### src/prtc_pkg.sv
// Package of constants and carrier types for the PHY control register bank
// Overview of operation
// - First control register at 0x9, resets zero
// - Second control register at 0xA, resets zero
// - Autorun bit starts cable test after link-down
// - Robust crossover bit enables crossover resolution
// - Normal mode: receive valid after full J K
// - Early mode: receive valid on J alone
// - Early mode: J without K raises receive error
// - Forced-partner bit forces full duplex link, unless local is forced to other than 100TX
// - Bit clear: standard duplex resolution only
// - Idle symbol error bit enables idle error flag
// - Odd nibble check on: extend enable, error
// - Odd nibble check off: no extend, no error
package prtc_pkg;
	localparam int ADDR_W = 5; // Management register address width
	localparam int DATA_W = 16; // Register width
	localparam logic [4:0] OFS_CONTROL_ONE = 5'h09; // First control register
	localparam logic [4:0] OFS_CONTROL_TWO = 5'h0A; // Second control register
	localparam logic [15:0] RST_CONTROL = 16'h0000; // Reset value of both
	localparam int B1_AUTORUN = 8; // Cable test autorun enable
	localparam int B1_ROBUST = 5; // Robust crossover enable
	localparam int B1_EARLY_RXDV = 1; // Early receive-valid enable
	localparam int B2_EXT_FDX = 5; // Forced-partner full duplex enable
	localparam int B2_IDLE_ERR = 2; // Idle symbol error detect enable
	localparam int B2_ODD_OFF = 1; // Odd-nibble check disable
	localparam logic [15:0] MASK_ONE = 16'h0122; // Writable bits, first reg
	localparam logic [15:0] MASK_TWO = 16'h0026; // Writable bits, second reg
	// Receive symbol classes handed in by the decoder
	typedef enum logic [2:0] {
		PRTC_SYM_IDLE, PRTC_SYM_J, PRTC_SYM_K, PRTC_SYM_DATA,
		PRTC_SYM_END, PRTC_SYM_BAD
	} prtc_sym_t;
	// Feature enables decoded from the registers
	typedef struct packed {
		logic autorun;
		logic robust;
		logic early_rxdv;
		logic ext_fdx;
		logic idle_err;
		logic odd_off;
	} prtc_cfg_t;
	// Transmit enable and error as seen by the coder
	typedef struct packed {
		logic en;
		logic er;
	} prtc_tx_t;
endpackage : prtc_pkg

### src/prtc_tx_odd.sv
// Transmit enable odd-nibble extension stage
`timescale 1ns/10ps
module prtc_tx_odd (
	input wire logic clock,
	input wire logic rst_b,
	input wire logic odd_off,
	input wire logic tx_en,
	input wire logic tx_er,
	output prtc_pkg::prtc_tx_t tx_out
);
	logic odd_r; // High after an odd count of nibbles
	logic en_d_r; // Enable of previous cycle
	logic er_d_r; // MAC error of previous cycle, kept in step with en_d_r
	logic ext_r; // Extra cycle is in progress
	logic drop_odd; // Enable falls on an odd boundary

	assign drop_odd = en_d_r && !tx_en && odd_r && !odd_off;

	// Nibble parity counts within the frame; error delayed alongside
	always_ff @(posedge clock or negedge rst_b) begin
		if (!rst_b) begin
			odd_r <= 1'b0;
			en_d_r <= 1'b0;
			er_d_r <= 1'b0;
		end else begin
			en_d_r <= tx_en;
			er_d_r <= tx_er;
			odd_r <= tx_en ? !odd_r : 1'b0;
		end
	end

	// One extra cycle flagged as error; disabled check passes through
	always_ff @(posedge clock or negedge rst_b) begin
		if (!rst_b) begin
			ext_r <= 1'b0;
		end else begin
			ext_r <= drop_odd;
		end
	end

	// Registered output: two cycles behind tx_en so the extension fits
	always_ff @(posedge clock or negedge rst_b) begin
		if (!rst_b) begin
			tx_out <= '0;
		end else begin
			tx_out.en <= en_d_r || ext_r;
			// MAC error passes only inside its own enable window
			tx_out.er <= ext_r || (er_d_r && en_d_r);
		end
	end

	// Extension only when check enabled
	a_odd_extend: assert property (@(posedge clock) disable iff (!rst_b)
		drop_odd |=> ##1 (tx_out.en && tx_out.er))
		else $error("odd nibble drop not extended");
	a_odd_off: assert property (@(posedge clock) disable iff (!rst_b)
		odd_off && $past(odd_off) |-> !ext_r)
		else $error("extension while check disabled");
endmodule : prtc_tx_odd

### src/prtc_ctrl.sv
// Control register bank with receive, transmit and duplex feature logic
//
// Strobed register access is this design's own decision.
`timescale 1ns/10ps
module prtc_ctrl (
	input wire logic CLOCK,
	input wire logic RST_B,
	input wire logic [prtc_pkg::ADDR_W-1:0] ADDR,
	input wire logic [prtc_pkg::DATA_W-1:0] WDATA,
	input wire logic WR,
	input wire logic RD,
	output logic [prtc_pkg::DATA_W-1:0] RDATA,
	input wire logic LINK_UP,
	output logic CABLE_TEST_START,
	output logic ROBUST_CROSSOVER_EN,
	input wire logic FORCED_MODE,
	input wire logic LOCAL_100TX,
	input wire logic PARTNER_FORCED_100TX,
	input wire logic IEEE_FULL_DUPLEX,
	output logic FULL_DUPLEX,
	input wire logic SYM_VALID,
	input wire prtc_pkg::prtc_sym_t SYM,
	output logic RX_DV,
	output logic RX_ER,
	input wire logic TX_EN_IN,
	input wire logic TX_ER_IN,
	output logic TX_EN_OUT,
	output logic TX_ER_OUT
);
	logic [15:0] control_one_r; // First control register
	logic [15:0] control_two_r; // Second control register
	prtc_pkg::prtc_cfg_t cfg; // Decoded enables
	prtc_pkg::prtc_tx_t tx_q; // Transmit stage output
	logic link_d_r; // Link state of previous cycle
	logic link_down; // Link fell this cycle
	logic rx_dv_r; // Receive valid flop
	logic rx_er_r; // Receive error flop
	logic fdx_r; // Duplex flop
	logic test_r; // Cable test start pulse

	// Receive framing states
	typedef enum logic [1:0] {
		PRTC_RX_IDLE, PRTC_RX_GOT_J, PRTC_RX_FRAME
	} prtc_rx_state_t;
	prtc_rx_state_t rx_state_r;
	prtc_rx_state_t rx_state_nxt;

	// Masking write data keeps reserved bits at zero forever
	function automatic logic [15:0] wmask(input logic [15:0] d,
		input logic [15:0] m);
		wmask = d & m;
	endfunction : wmask

	// Register writes; only writable bits are stored
	always_ff @(posedge CLOCK or negedge RST_B) begin
		if (!RST_B) begin
			control_one_r <= prtc_pkg::RST_CONTROL;
			control_two_r <= prtc_pkg::RST_CONTROL;
		end else if (WR) begin
			if (ADDR == prtc_pkg::OFS_CONTROL_ONE) begin
				// Reserved bits dropped on write
				control_one_r <= wmask(WDATA, prtc_pkg::MASK_ONE);
			end
			if (ADDR == prtc_pkg::OFS_CONTROL_TWO) begin
				control_two_r <= wmask(WDATA, prtc_pkg::MASK_TWO);
			end
		end
	end

	// Read data stands in the cycle after the strobe only
	always_ff @(posedge CLOCK or negedge RST_B) begin
		if (!RST_B) begin
			RDATA <= '0;
		end else if (RD) begin
			case (ADDR)
				prtc_pkg::OFS_CONTROL_ONE: begin
					RDATA <= wmask(control_one_r, prtc_pkg::MASK_ONE);
				end
				prtc_pkg::OFS_CONTROL_TWO: begin
					RDATA <= wmask(control_two_r, prtc_pkg::MASK_TWO);
				end
				default: begin
					RDATA <= '0; // Unmapped reads return zero
				end
			endcase
		end else begin
			RDATA <= '0;
		end
	end

	// Decode enables
	always_comb begin
		cfg.autorun = control_one_r[prtc_pkg::B1_AUTORUN];
		cfg.robust = control_one_r[prtc_pkg::B1_ROBUST];
		cfg.early_rxdv = control_one_r[prtc_pkg::B1_EARLY_RXDV];
		cfg.ext_fdx = control_two_r[prtc_pkg::B2_EXT_FDX];
		cfg.idle_err = control_two_r[prtc_pkg::B2_IDLE_ERR];
		cfg.odd_off = control_two_r[prtc_pkg::B2_ODD_OFF];
	end

	// Crossover resolver enable; software must set it when forcing
	assign ROBUST_CROSSOVER_EN = cfg.robust;

	// Link-down edge detector
	assign link_down = link_d_r && !LINK_UP;

	// Cable test start pulse, one cycle per link-down event while autorun is set
	always_ff @(posedge CLOCK or negedge RST_B) begin
		if (!RST_B) begin
			link_d_r <= 1'b0;
			test_r <= 1'b0;
		end else begin
			link_d_r <= LINK_UP;
			test_r <= link_down && cfg.autorun;
		end
	end
	assign CABLE_TEST_START = test_r;

	// Duplex choice: forced partner at 100TX overrides when enabled, unless local is forced to other than 100TX
	always_ff @(posedge CLOCK or negedge RST_B) begin
		if (!RST_B) begin
			fdx_r <= 1'b0;
		end else if (cfg.ext_fdx && PARTNER_FORCED_100TX &&
			(!FORCED_MODE || LOCAL_100TX)) begin
			fdx_r <= 1'b1;
		end else begin
			fdx_r <= IEEE_FULL_DUPLEX;
		end
	end
	assign FULL_DUPLEX = fdx_r;

	// Receive framing next state
	always_comb begin
		rx_state_nxt = rx_state_r;
		if (SYM_VALID) begin
			case (rx_state_r)
				PRTC_RX_IDLE: begin
					if (SYM == prtc_pkg::PRTC_SYM_J) begin
						rx_state_nxt = PRTC_RX_GOT_J;
					end
				end
				PRTC_RX_GOT_J: begin
					if (SYM == prtc_pkg::PRTC_SYM_K) begin
						rx_state_nxt = PRTC_RX_FRAME;
					end else begin
						rx_state_nxt = PRTC_RX_IDLE; // False start
					end
				end
				PRTC_RX_FRAME: begin
					if (SYM == prtc_pkg::PRTC_SYM_END ||
						SYM == prtc_pkg::PRTC_SYM_IDLE) begin
						rx_state_nxt = PRTC_RX_IDLE;
					end
				end
				default: begin
					rx_state_nxt = PRTC_RX_IDLE;
				end
			endcase
		end
	end

	// Receive state register
	always_ff @(posedge CLOCK or negedge RST_B) begin
		if (!RST_B) begin
			rx_state_r <= PRTC_RX_IDLE;
		end else begin
			rx_state_r <= rx_state_nxt;
		end
	end

	// Receive valid: early on J, else after J K
	always_ff @(posedge CLOCK or negedge RST_B) begin
		if (!RST_B) begin
			rx_dv_r <= 1'b0;
		end else if (rx_state_nxt == PRTC_RX_FRAME) begin
			rx_dv_r <= 1'b1;
		end else if (rx_state_nxt == PRTC_RX_GOT_J) begin
			rx_dv_r <= cfg.early_rxdv;
		end else begin
			rx_dv_r <= 1'b0;
		end
	end
	assign RX_DV = rx_dv_r;

	// Receive error: false start in early mode, idle symbol error, or bad symbol in frame
	always_ff @(posedge CLOCK or negedge RST_B) begin
		if (!RST_B) begin
			rx_er_r <= 1'b0;
		end else if (SYM_VALID && rx_state_r == PRTC_RX_GOT_J &&
			SYM != prtc_pkg::PRTC_SYM_K && rx_dv_r) begin
			rx_er_r <= 1'b1;
		end else if (SYM_VALID && rx_state_r == PRTC_RX_IDLE &&
			SYM == prtc_pkg::PRTC_SYM_BAD) begin
			rx_er_r <= cfg.idle_err;
		end else if (SYM_VALID && rx_state_r == PRTC_RX_FRAME &&
			SYM == prtc_pkg::PRTC_SYM_BAD) begin
			rx_er_r <= 1'b1; // In-frame errors always flagged
		end else begin
			rx_er_r <= 1'b0;
		end
	end
	assign RX_ER = rx_er_r;

	// Transmit odd-nibble stage
	prtc_tx_odd u_tx (
		.clock(CLOCK),
		.rst_b(RST_B),
		.odd_off(cfg.odd_off),
		.tx_en(TX_EN_IN),
		.tx_er(TX_ER_IN),
		.tx_out(tx_q)
	);
	// The stage delays the MAC error itself, so it stays aligned with enable
	assign TX_EN_OUT = tx_q.en;
	assign TX_ER_OUT = tx_q.er;

	a_reg_one_reset: assert property (@(posedge CLOCK) disable iff (!RST_B)
		$rose(RST_B) |-> control_one_r == prtc_pkg::RST_CONTROL)
		else $error("first register not reset");
	a_reg_two_reset: assert property (@(posedge CLOCK) disable iff (!RST_B)
		$rose(RST_B) |-> control_two_r == prtc_pkg::RST_CONTROL)
		else $error("second register not reset");
	a_autorun_pulse: assert property (@(posedge CLOCK) disable iff (!RST_B)
		test_r |-> $past(link_down) && $past(cfg.autorun))
		else $error("cable test start without cause");
	a_robust_follow: assert property (@(posedge CLOCK) disable iff (!RST_B)
		ROBUST_CROSSOVER_EN == control_one_r[prtc_pkg::B1_ROBUST])
		else $error("crossover enable mismatch");
	a_normal_dv_late: assert property (@(posedge CLOCK) disable iff (!RST_B)
		$rose(rx_dv_r) && !$past(cfg.early_rxdv)
		|-> rx_state_r == PRTC_RX_FRAME)
		else $error("receive valid before full start pair");
	a_early_dv_j: assert property (@(posedge CLOCK) disable iff (!RST_B)
		SYM_VALID && rx_state_r == PRTC_RX_IDLE &&
		SYM == prtc_pkg::PRTC_SYM_J && cfg.early_rxdv |=> rx_dv_r)
		else $error("early receive valid missing");
	a_false_start_err: assert property (@(posedge CLOCK) disable iff (!RST_B)
		SYM_VALID && rx_state_r == PRTC_RX_GOT_J && rx_dv_r &&
		SYM != prtc_pkg::PRTC_SYM_K |=> rx_er_r)
		else $error("false start not flagged");
	a_forced_fdx: assert property (@(posedge CLOCK) disable iff (!RST_B)
		cfg.ext_fdx && PARTNER_FORCED_100TX && !FORCED_MODE |=> fdx_r)
		else $error("forced partner not full duplex");
	a_ieee_fdx: assert property (@(posedge CLOCK) disable iff (!RST_B)
		!cfg.ext_fdx |=> fdx_r == $past(IEEE_FULL_DUPLEX))
		else $error("duplex not from standard resolution");
	a_idle_err_off: assert property (@(posedge CLOCK) disable iff (!RST_B)
		SYM_VALID && rx_state_r == PRTC_RX_IDLE &&
		SYM == prtc_pkg::PRTC_SYM_BAD |=> rx_er_r == $past(cfg.idle_err))
		else $error("idle symbol error handling wrong");
	a_reserved_zero: assert property (@(posedge CLOCK) disable iff (!RST_B)
		(control_one_r & ~prtc_pkg::MASK_ONE) == 16'h0000 &&
		(control_two_r & ~prtc_pkg::MASK_TWO) == 16'h0000)
		else $error("reserved bit set");
endmodule : prtc_ctrl

### config.mk
export PLATFORM = sky130hd
export DESIGN_NAME = prtc_ctrl
export DESIGN_NICKNAME = d
export VERILOG_FILES = /design/src/prtc_pkg.sv /design/src/prtc_tx_odd.sv /design/src/prtc_ctrl.sv
export SDC_FILE = /design/constraint.sdc
export NUM_CORES = 1
export LEC_CHECK = 0
export BUFFER_PORTS_ARGS = -buffer_cell sky130_fd_sc_hd__buf_2
export CAP_MARGIN = 10
export CORE_MARGIN = 1.5
export CORE_UTILIZATION = 45
export DETAILED_ROUTE_END_ITERATION = 10
export PLACE_DENSITY_LB_ADDON = 0.25
export RECOVER_POWER = 100
export SETUP_SLACK_MARGIN = 0.1
export SYNTH_ARGS = -nofsm -noshare
export SYNTH_HDL_FRONTEND = slang
export SYNTH_SLANG_ARGS = --single-unit
### constraint.sdc
create_clock -name CLOCK -period 2.55 [get_ports CLOCK]
set_input_delay 0.1275 -clock CLOCK [delete_from_list [all_inputs] [get_ports CLOCK]]
set_output_delay 0.1275 -clock CLOCK [all_outputs]
set_load 0.02 [all_outputs]
==> impl_metrics.csv, run 1 <==
group,metric,value,unit
cells_and_area,fin_nets,160,
clock_network,cts_sinks,23,
die,io_pins,59,
clock_network,tritoncts,"done",
yosys,synth.distinct_cells,26,
clock_network,cts-root-buf,"clkbuf_4",
clock_network,clockBufferDepth,2,
yosys,ys_seq_area_share,58.9,%
drt,wirelength,1.62,mm
drt,wire_per_inst,10.8,um
global_routing,use_met1,15.5,%
die,rows,16,
setup_path,cp_max_fo,6,
global_routing,grt_max_degree,24,
die,die_area,0.00246,sq mm
drt,vias,713,
global_routing,use_met3,3.33,%
yosys,async_flop_share,100,%
drt,ant_nets,0,
sta,fin_worst_skew,0.00357,ns
sta,timing.fmax,786,MHz
setup_path,rr_worst_depth,4,
job,cap_violations,0,
power_and_ir_drop,p_sw_share,28.1,%
power_and_ir_drop,peakVddDrop,0.388,mV
sta,finalCritPeriodShare,49.9,%
cells_and_area,syn_to_final_growth,22.2,%
yosys,synth_seq_cells,23,
cells_and_area,regArea,576,sq um
power_and_ir_drop,power_frac_seq,59.3,%
die,die_x,49.6,um
power_and_ir_drop,p_comb_share,18.0,%
placement,port_buffers,34,
setup_path,r2r-end,"RX_DV",
sta,slew_violations,0,
yosys,synth.most_common_cell,"dfrtp_1",
yosys,ys_warn_count,0,
power_and_ir_drop,p_clk_share,22.7,%
setup_path,r2r-start,"rx_state_r[1]",
setup_path,cp-end-kind,"flop",
clock_network,htreeDepth,1,
power_and_ir_drop,p_per_area,604,mW/mm^2
setup_path,regToRegSetupSlack,1.28,ns
cells_and_area,design_area,0.00119,sq mm
power_and_ir_drop,power.net_switching,0.000203,W
clock_network,numCtsBuffers,3,
yosys,synth_top_area_cell,"dfrtp_1",
yosys,synthCells,81,
die,fp.coreArea,0.00200,sq mm
global_routing,grt.overflow.total,0,
cells_and_area,antenna_cells,0,
setup_path,crit_start,"rx_state_r[1]",
yosys,synth_top_flop_cell,"dfrtp_1",
cells_and_area,drive_above_1_share,28.5,%
clock_network,cts_setup_buffers,0,
drt,first_pass_iters,3,
yosys,synthTopCellsByCount,"dfrtp_1 (23), buf_4 (12), mux2_2 (6), nor2_1 (6)",
global_routing,busiest_layer,"met2",
sta,min_period,1.27,ns
hold_path,hold_class,"in -> reg",
sta,tns,0,ns
yosys,synth_edf_count,0,
power_and_ir_drop,p_leak,0.607,nW
drt,dr.first_iter.drc_count,7,
global_routing,grtUsageTotal,14.5,%
sta,slew_headroom,24.7,%
sta,rsz0062_at_grt,"false",
placement,hpwlAfterDp,1.23,mm
global_routing,met2_usage,25.3,%
yosys,synthTopCellsByArea,"dfrtp_1 (59%), buf_4 (9.2%), mux2_2 (6.9%)",
power_and_ir_drop,internal-power,0.000518,W
die,initial_core_util,48.8,%
die,die_y,49.6,um
global_routing,grt_pass1_vias,642,
setup_path,arrival,1.52,ns
yosys,synth_top_area_share,58.9,%
cells_and_area,nFillCells,188,
setup_path,critPathLaunchType,"flop",
cells_and_area,multi_input_area,345,sq um
global_routing,antenna_found_initial,0,
yosys,avgSynthCellArea,12.1,sq um
clock_network,clk_latency,0.31,ns
run_status,outcome,"finished clean",
setup_path,required,2.80,ns
sta,tightest_slew,1.13,ns
drt,vias_per_cell,4.75,
global_routing,grt_pass1_wl,2.65,mm
placement,place.gp.congestion,0.742,
clock_network,clkSlewWorstSetupHoldPaths,0.12,ns
placement,dpl_cell_area,0.00113,sq mm
setup_path,path_class,"reg -> reg",
clock_network,ctsResizeCount,0,
drt,drc,0,
yosys,syn_area,977,sq um
sta,final-hold-violation-count,0,
sta,setup_violations,0,
setup_path,crit_end,"RX_DV",
-- worst max-delay path, stage by stage (launching register included) --
cell	delay [ns]
dfrtp_1	0.44
nand3b_1	0.18
o32ai_1	0.22
a22o_2	0.20
mux2i_1	0.17
-- per-stage QoR --
stage	hold WS, ns	power, W	instances	setup slack (ns)	utilization, %
after global placement	0.113	0.000558	141	1.34	56.6
after detailed placement	0.115	0.000563	141	1.28	56.6
final	0.0324	0.000721	150	1.28	59.6
after floorplan	-0.168	0.000524	92	1.38	-
after CTS	0.0287	0.000732	150	1.26	60.4
after global routing	0.0306	0.000758	150	1.03	59.6
-- worst min-delay path by stage --
stage,start,endpoint,slack [ns],depth (start not counted)
3_5_place_dp,RST_B,link_d_r,0.12,1
5_1_grt,WDATA[8],control_one_r[8],0.03,2
3_3_place_gp,RST_B,CABLE_TEST_START,0.11,1
4_1_cts,WDATA[8],control_one_r[8],0.03,2
6_report,WDATA[8],control_one_r[8],0.03,2
2_1_floorplan,RST_B,CABLE_TEST_START,-0.17,0
-- per-layer routing --
metal / vias up / routed length, um
li1: 341 / -
met1: 333 / 616
met2: 34 / 828
met3: 5 / 128
met4: 0 / 43
met5: - / 0
-- layout make-up --
| class | instances | share of cell area (%) |
|---|---|---|
| flip-flops and latches | 23 | 48.2 |
| multi-input cells | 55 | 28.9 |
| repair buffers | 39 | 17.1 |
| well taps | 27 | 2.83 |
| clock buffers | 3 | 1.89 |
| inverters | 2 | 0.629 |
| clock inverters | 1 | 0.419 |
-- flip-flops by register name, indices dropped and copies added, names as in the netlist, 2 cells and up --
register,count
RDATA,4
control_one_r,3
control_two_r,3
rx_state_r,2
u_tx.tx_out,2
-- power groups by stage --
stage	registers (W)	logic [W]	clock network (W)
CTS	0.000428	0.000135	0.000169
floorplan	0.000444	0.0000800	0
global route	0.000433	0.000143	0.000183
global placement	0.000433	0.000125	0
finish	0.000428	0.000130	0.000164
detailed placement	0.000435	0.000128	0
-- layout by cell type, fill, tap and decap left out --
cell type | netlist | routed
nor2_1 | 6 | 6
dfrtp_1 | 23 | 23
and2b_1 | 2 | 2
inv_1 | 2 | 2
nor2b_1 | 2 | 2
buf_2 | 0 | 21
nand2b_1 | 1 | 1
mux2_2 | 6 | 6
nand4b_1 | 1 | 1
nand3b_1 | 1 | 1
a22oi_1 | 2 | 2
a21o_1 | 1 | 1
o32ai_1 | 1 | 1
nor3b_1 | 1 | 1
mux2i_1 | 1 | 1
clkinv_2 | 0 | 1
a22o_2 | 1 | 1
o211ai_1 | 1 | 1
clkbuf_4 | 0 | 3
or2_2 | 1 | 1
and3_1 | 4 | 4
dlygate4sd3_1 | 0 | 5
conb_1 | 1 | 12
a31o_2 | 2 | 2
o21ai_0 | 1 | 1
nand2_1 | 4 | 4
nand3_1 | 1 | 1
clkbuf_1 | 0 | 13
a21oi_1 | 2 | 2
nor4bb_1 | 1 | 1
-- logic make-up (layout without fill, tap and decap cells) --
family,after synthesis,after routing,share of synthesized area [%]
AOI/OAI and AO/OA,11,11,8.32
buffers and inverters,14,45,9.99
DFF,23,23,58.9
muxes,7,7,7.94
other,1,12,0.384
and+or+nand+nor,25,25,14.5
-- repair_timing --
item	in CTS	in global routing
hold buffers	5	0
setup endpoints to repair	0	0
hold endpoints to repair	29	0
No activity file was read; power rests on OpenSTA's default activity.
==> inputs of run 2 (changes only) <==
- CORE_UTILIZATION: 45 -> 42
- clock period: 2.55 -> 1.2 ns (I/O delays scaled with it)
==> run 2 against run 1 <==
- the run now ends with setup timing left
- clock power increased by 110%
- clock skew is 0.0041 ns higher
- setup slack worse by 1.3 ns
- fmax grew 4.7%
- cell count rose by 8.0%
- register-to-register slack lost 1.3 ns
- routed wire length is 7.6% higher
- power is 120% higher
- hold slack got worse by 0.012 ns
- sequential power up 110%
- critical path type unchanged
- critical endpoint is now rx_state_r[1]
- highest routed layer unchanged
==> impl_metrics.csv, run 2 (synthesis gave the netlist of run 1 again) <==
group,metric,value,unit
run_status,outcome,"complete, but fails checks",
run_status,violations,"setup timing",
setup_path,path_cells,"buf_4, inv_2, o32ai_2, a22o_2, buf_4, buf_6",
setup_path,arrival,1.43,ns
sta,fin_worst_skew,0.00766,ns
hold_path,min_from,"ADDR[3]",
setup_path,r2r-end,"rx_state_r[1]",
cells_and_area,drive_above_1_share,32.1,%
setup_path,r2r-start,"rx_state_r[1]",
setup_path,critPathLaunchType,"flop",
global_routing,use_met1,17.2,%
placement,pre_cts_ws,-0.0572,ns
setup_path,cp_slowest_cell,"dfrtp_1",
sta,final-hold-violation-count,0,
setup_path,cp_max_fo,5,
cells_and_area,reg_top3,"RDATA (4), control_one_r (3), control_two_r (3)",
job,cap_violations,0,
clock_network,cts-root-buf,"clkbuf_4",
cells_and_area,syn_to_final_growth,33.5,%
global_routing,grtUsageTotal,15.0,%
cells_and_area,largest_register,"RDATA",
clock_network,tritoncts,"done",
cells_and_area,mostFrequentLayoutCells,"dfrtp_1 (22), buf_2 (20), clkbuf_1 (13)",
power_and_ir_drop,peakVddDrop,0.904,mV
power_and_ir_drop,internal-power,0.00115,W
setup_path,regToRegSetupSlack,-0.02,ns
hold_path,hold_path_depth,3,
drt,ant_nets,0,
setup_path,crit_buf_inv,4,
global_routing,met2_usage,26.6,%
clock_network,htreeDepth,1,
global_routing,use_met3,2.63,%
drt,dr.first_iter.drc_count,7,
hold_path,holdPathEnd,"RDATA[1]",
power_and_ir_drop,p_per_area,1230,mW/mm^2
sta,rsz0062_at_grt,"true",
hold_path,hold_class,"in -> reg",
clock_network,numCtsBuffers,3,
global_routing,grt_pass1_wl,2.89,mm
drt,first_pass_iters,3,
power_and_ir_drop,p_leak,0.657,nW
power_and_ir_drop,p_clk_share,21.7,%
placement,place.gp.congestion,0.773,
placement,hpwlAfterDp,1.26,mm
clock_network,clockBufferDepth,2,
power_and_ir_drop,p_comb_share,22.1,%
power_and_ir_drop,power.net_switching,0.000448,W
placement,port_buffers,34,
die,die_area,0.00263,sq mm
sta,slew_violations,0,
cells_and_area,mostFrequentLayoutCell,"dfrtp_1",
global_routing,grt.overflow.total,0,
clock_network,cts_sinks,23,
sta,setup_violations,2,
drt,vias_per_cell,4.54,
die,die_y,51.2,um
drt,drc,0,
die,die_x,51.2,um
global_routing,grt_max_degree,24,
cells_and_area,fin_nets,171,
cells_and_area,final_core_utilization,59.0,%
setup_path,cpPeakStageDelay,0.39,ns
cells_and_area,nFillCells,202,
die,io_pins,59,
clock_network,clkSlewWorstSetupHoldPaths,0.12,ns
drt,wire_per_inst,10.7,um
drt,vias,735,
sta,fin_ws,-0.0158,ns
global_routing,busiest_layer,"met2",
die,fp.coreArea,0.00221,sq mm
cells_and_area,antenna_cells,0,
sta,timing.fmax,823,MHz
die,rows,17,
global_routing,grt_pass1_vias,712,
setup_path,path_class,"reg -> reg",
setup_path,cp_top_family,"buffers and inverters",
cells_and_area,largest_reg_flops,4,
setup_path,rr_worst_depth,6,
setup_path,cp-end-kind,"flop",
sta,finalCritPeriodShare,101,%
power_and_ir_drop,p_sw_share,28.0,%
sta,min_period,1.22,ns
global_routing,antenna_found_initial,0,
power_and_ir_drop,power_frac_seq,56.2,%
clock_network,clk_latency,0.31,ns
drt,wirelength,1.74,mm
setup_path,cpMostUsedCell,"buf_4",
sta,slew_headroom,63.5,%
sta,tightest_slew,0.548,ns
setup_path,required,1.42,ns
sta,whs,0.0207,ns
die,initial_core_util,44.2,%
run 2: changes by cell type in the layout (fill, tap and decap cells not counted):
| cell | previous run | this run |
|---|---|---|
| inv_2 | 0 | 1 |
| buf_2 | 21 | 20 |
| inv_1 | 2 | 1 |
| clkbuf_2 | 0 | 1 |
| o32ai_1 | 1 | 0 |
| o32ai_2 | 0 | 1 |
| dlygate4sd3_1 | 5 | 11 |
| buf_6 | 0 | 1 |
| dfrtp_1 | 23 | 22 |
| buf_4 | 0 | 4 |
| dfrtp_2 | 0 | 1 |
run 2: area by class of cell:
cell class | instances | area [sq um] | share of cell area [%]
well taps | 28 | 35.0 | 2.68
flip-flops and latches | 23 | 577 | 44.2
inverters | 2 | 7.51 | 0.575
multi-input cells | 55 | 353 | 27.0
clock buffers | 3 | 22.5 | 1.73
clock inverters | 1 | 5.00 | 0.384
repair buffers | 50 | 305 | 23.4
run 2: repair_timing:
| action | 4_1_cts | 5_1_grt |
|---|---|---|
| endpoints found under the setup margin | 1 | 3 |
| pin swaps | 2 | 2 |
| hold buffers | 11 | 0 |
| resized for setup | 1 | 3 |
| endpoints found under the hold margin | 38 | 0 |
| setup buffers | 1 | 3 |
run 2: worst max path at each step:
stage	startpoint	to	depth (start not counted)	slack (ns)
floorplan	rx_state_r[1]	RX_DV	4	0.03
global route	rx_state_r[1]	RX_DV	4	-0.09
CTS	rx_state_r[0]	RX_DV	4	-0.03
global placement	rx_state_r[1]	RX_DV	4	0.05
detailed placement	rx_state_r[1]	RX_DV	4	-0.06
finish	rx_state_r[1]	rx_state_r[1]	6	-0.02
run 2: worst min-delay path, cell delays in order:
cell,delay (ns)
buf_2,0.11
nand3_1,0.09
nor2_1,0.05
run 2: power groups by stage:
stage          registers [W]  logic [W]  clock network, W
2_1_floorplan       0.000944   0.000170                 0
3_3_place_gp        0.000912   0.000286                 0
3_5_place_dp        0.000915   0.000296                 0
4_1_cts             0.000900   0.000339          0.000368
5_1_grt             0.000911   0.000393          0.000392
6_report            0.000900   0.000353          0.000348
run 2: metrics by stage:
stage                     area, sq um  setup TNS [ns]  cells  power (W)
after CTS                        1290         -0.0305    159    0.00161
after global placement           1140               0    143    0.00120
final                            1310         -0.0283    162    0.00160
after global routing             1310          -0.161    162    0.00170
after floorplan                  1020               0     92    0.00111
after detailed placement         1140         -0.0572    143    0.00121
run 2: per-layer routing:
| layer | share of wire, % | vias up | routed length, um |
|---|---|---|---|
| li1 | - | 364 | - |
| met1 | 41 | 337 | 718 |
| met2 | 51 | 29 | 896 |
| met3 | 5.1 | 5 | 89 |
| met4 | 2.1 | 0 | 36 |
| met5 | 0 | - | 0 |
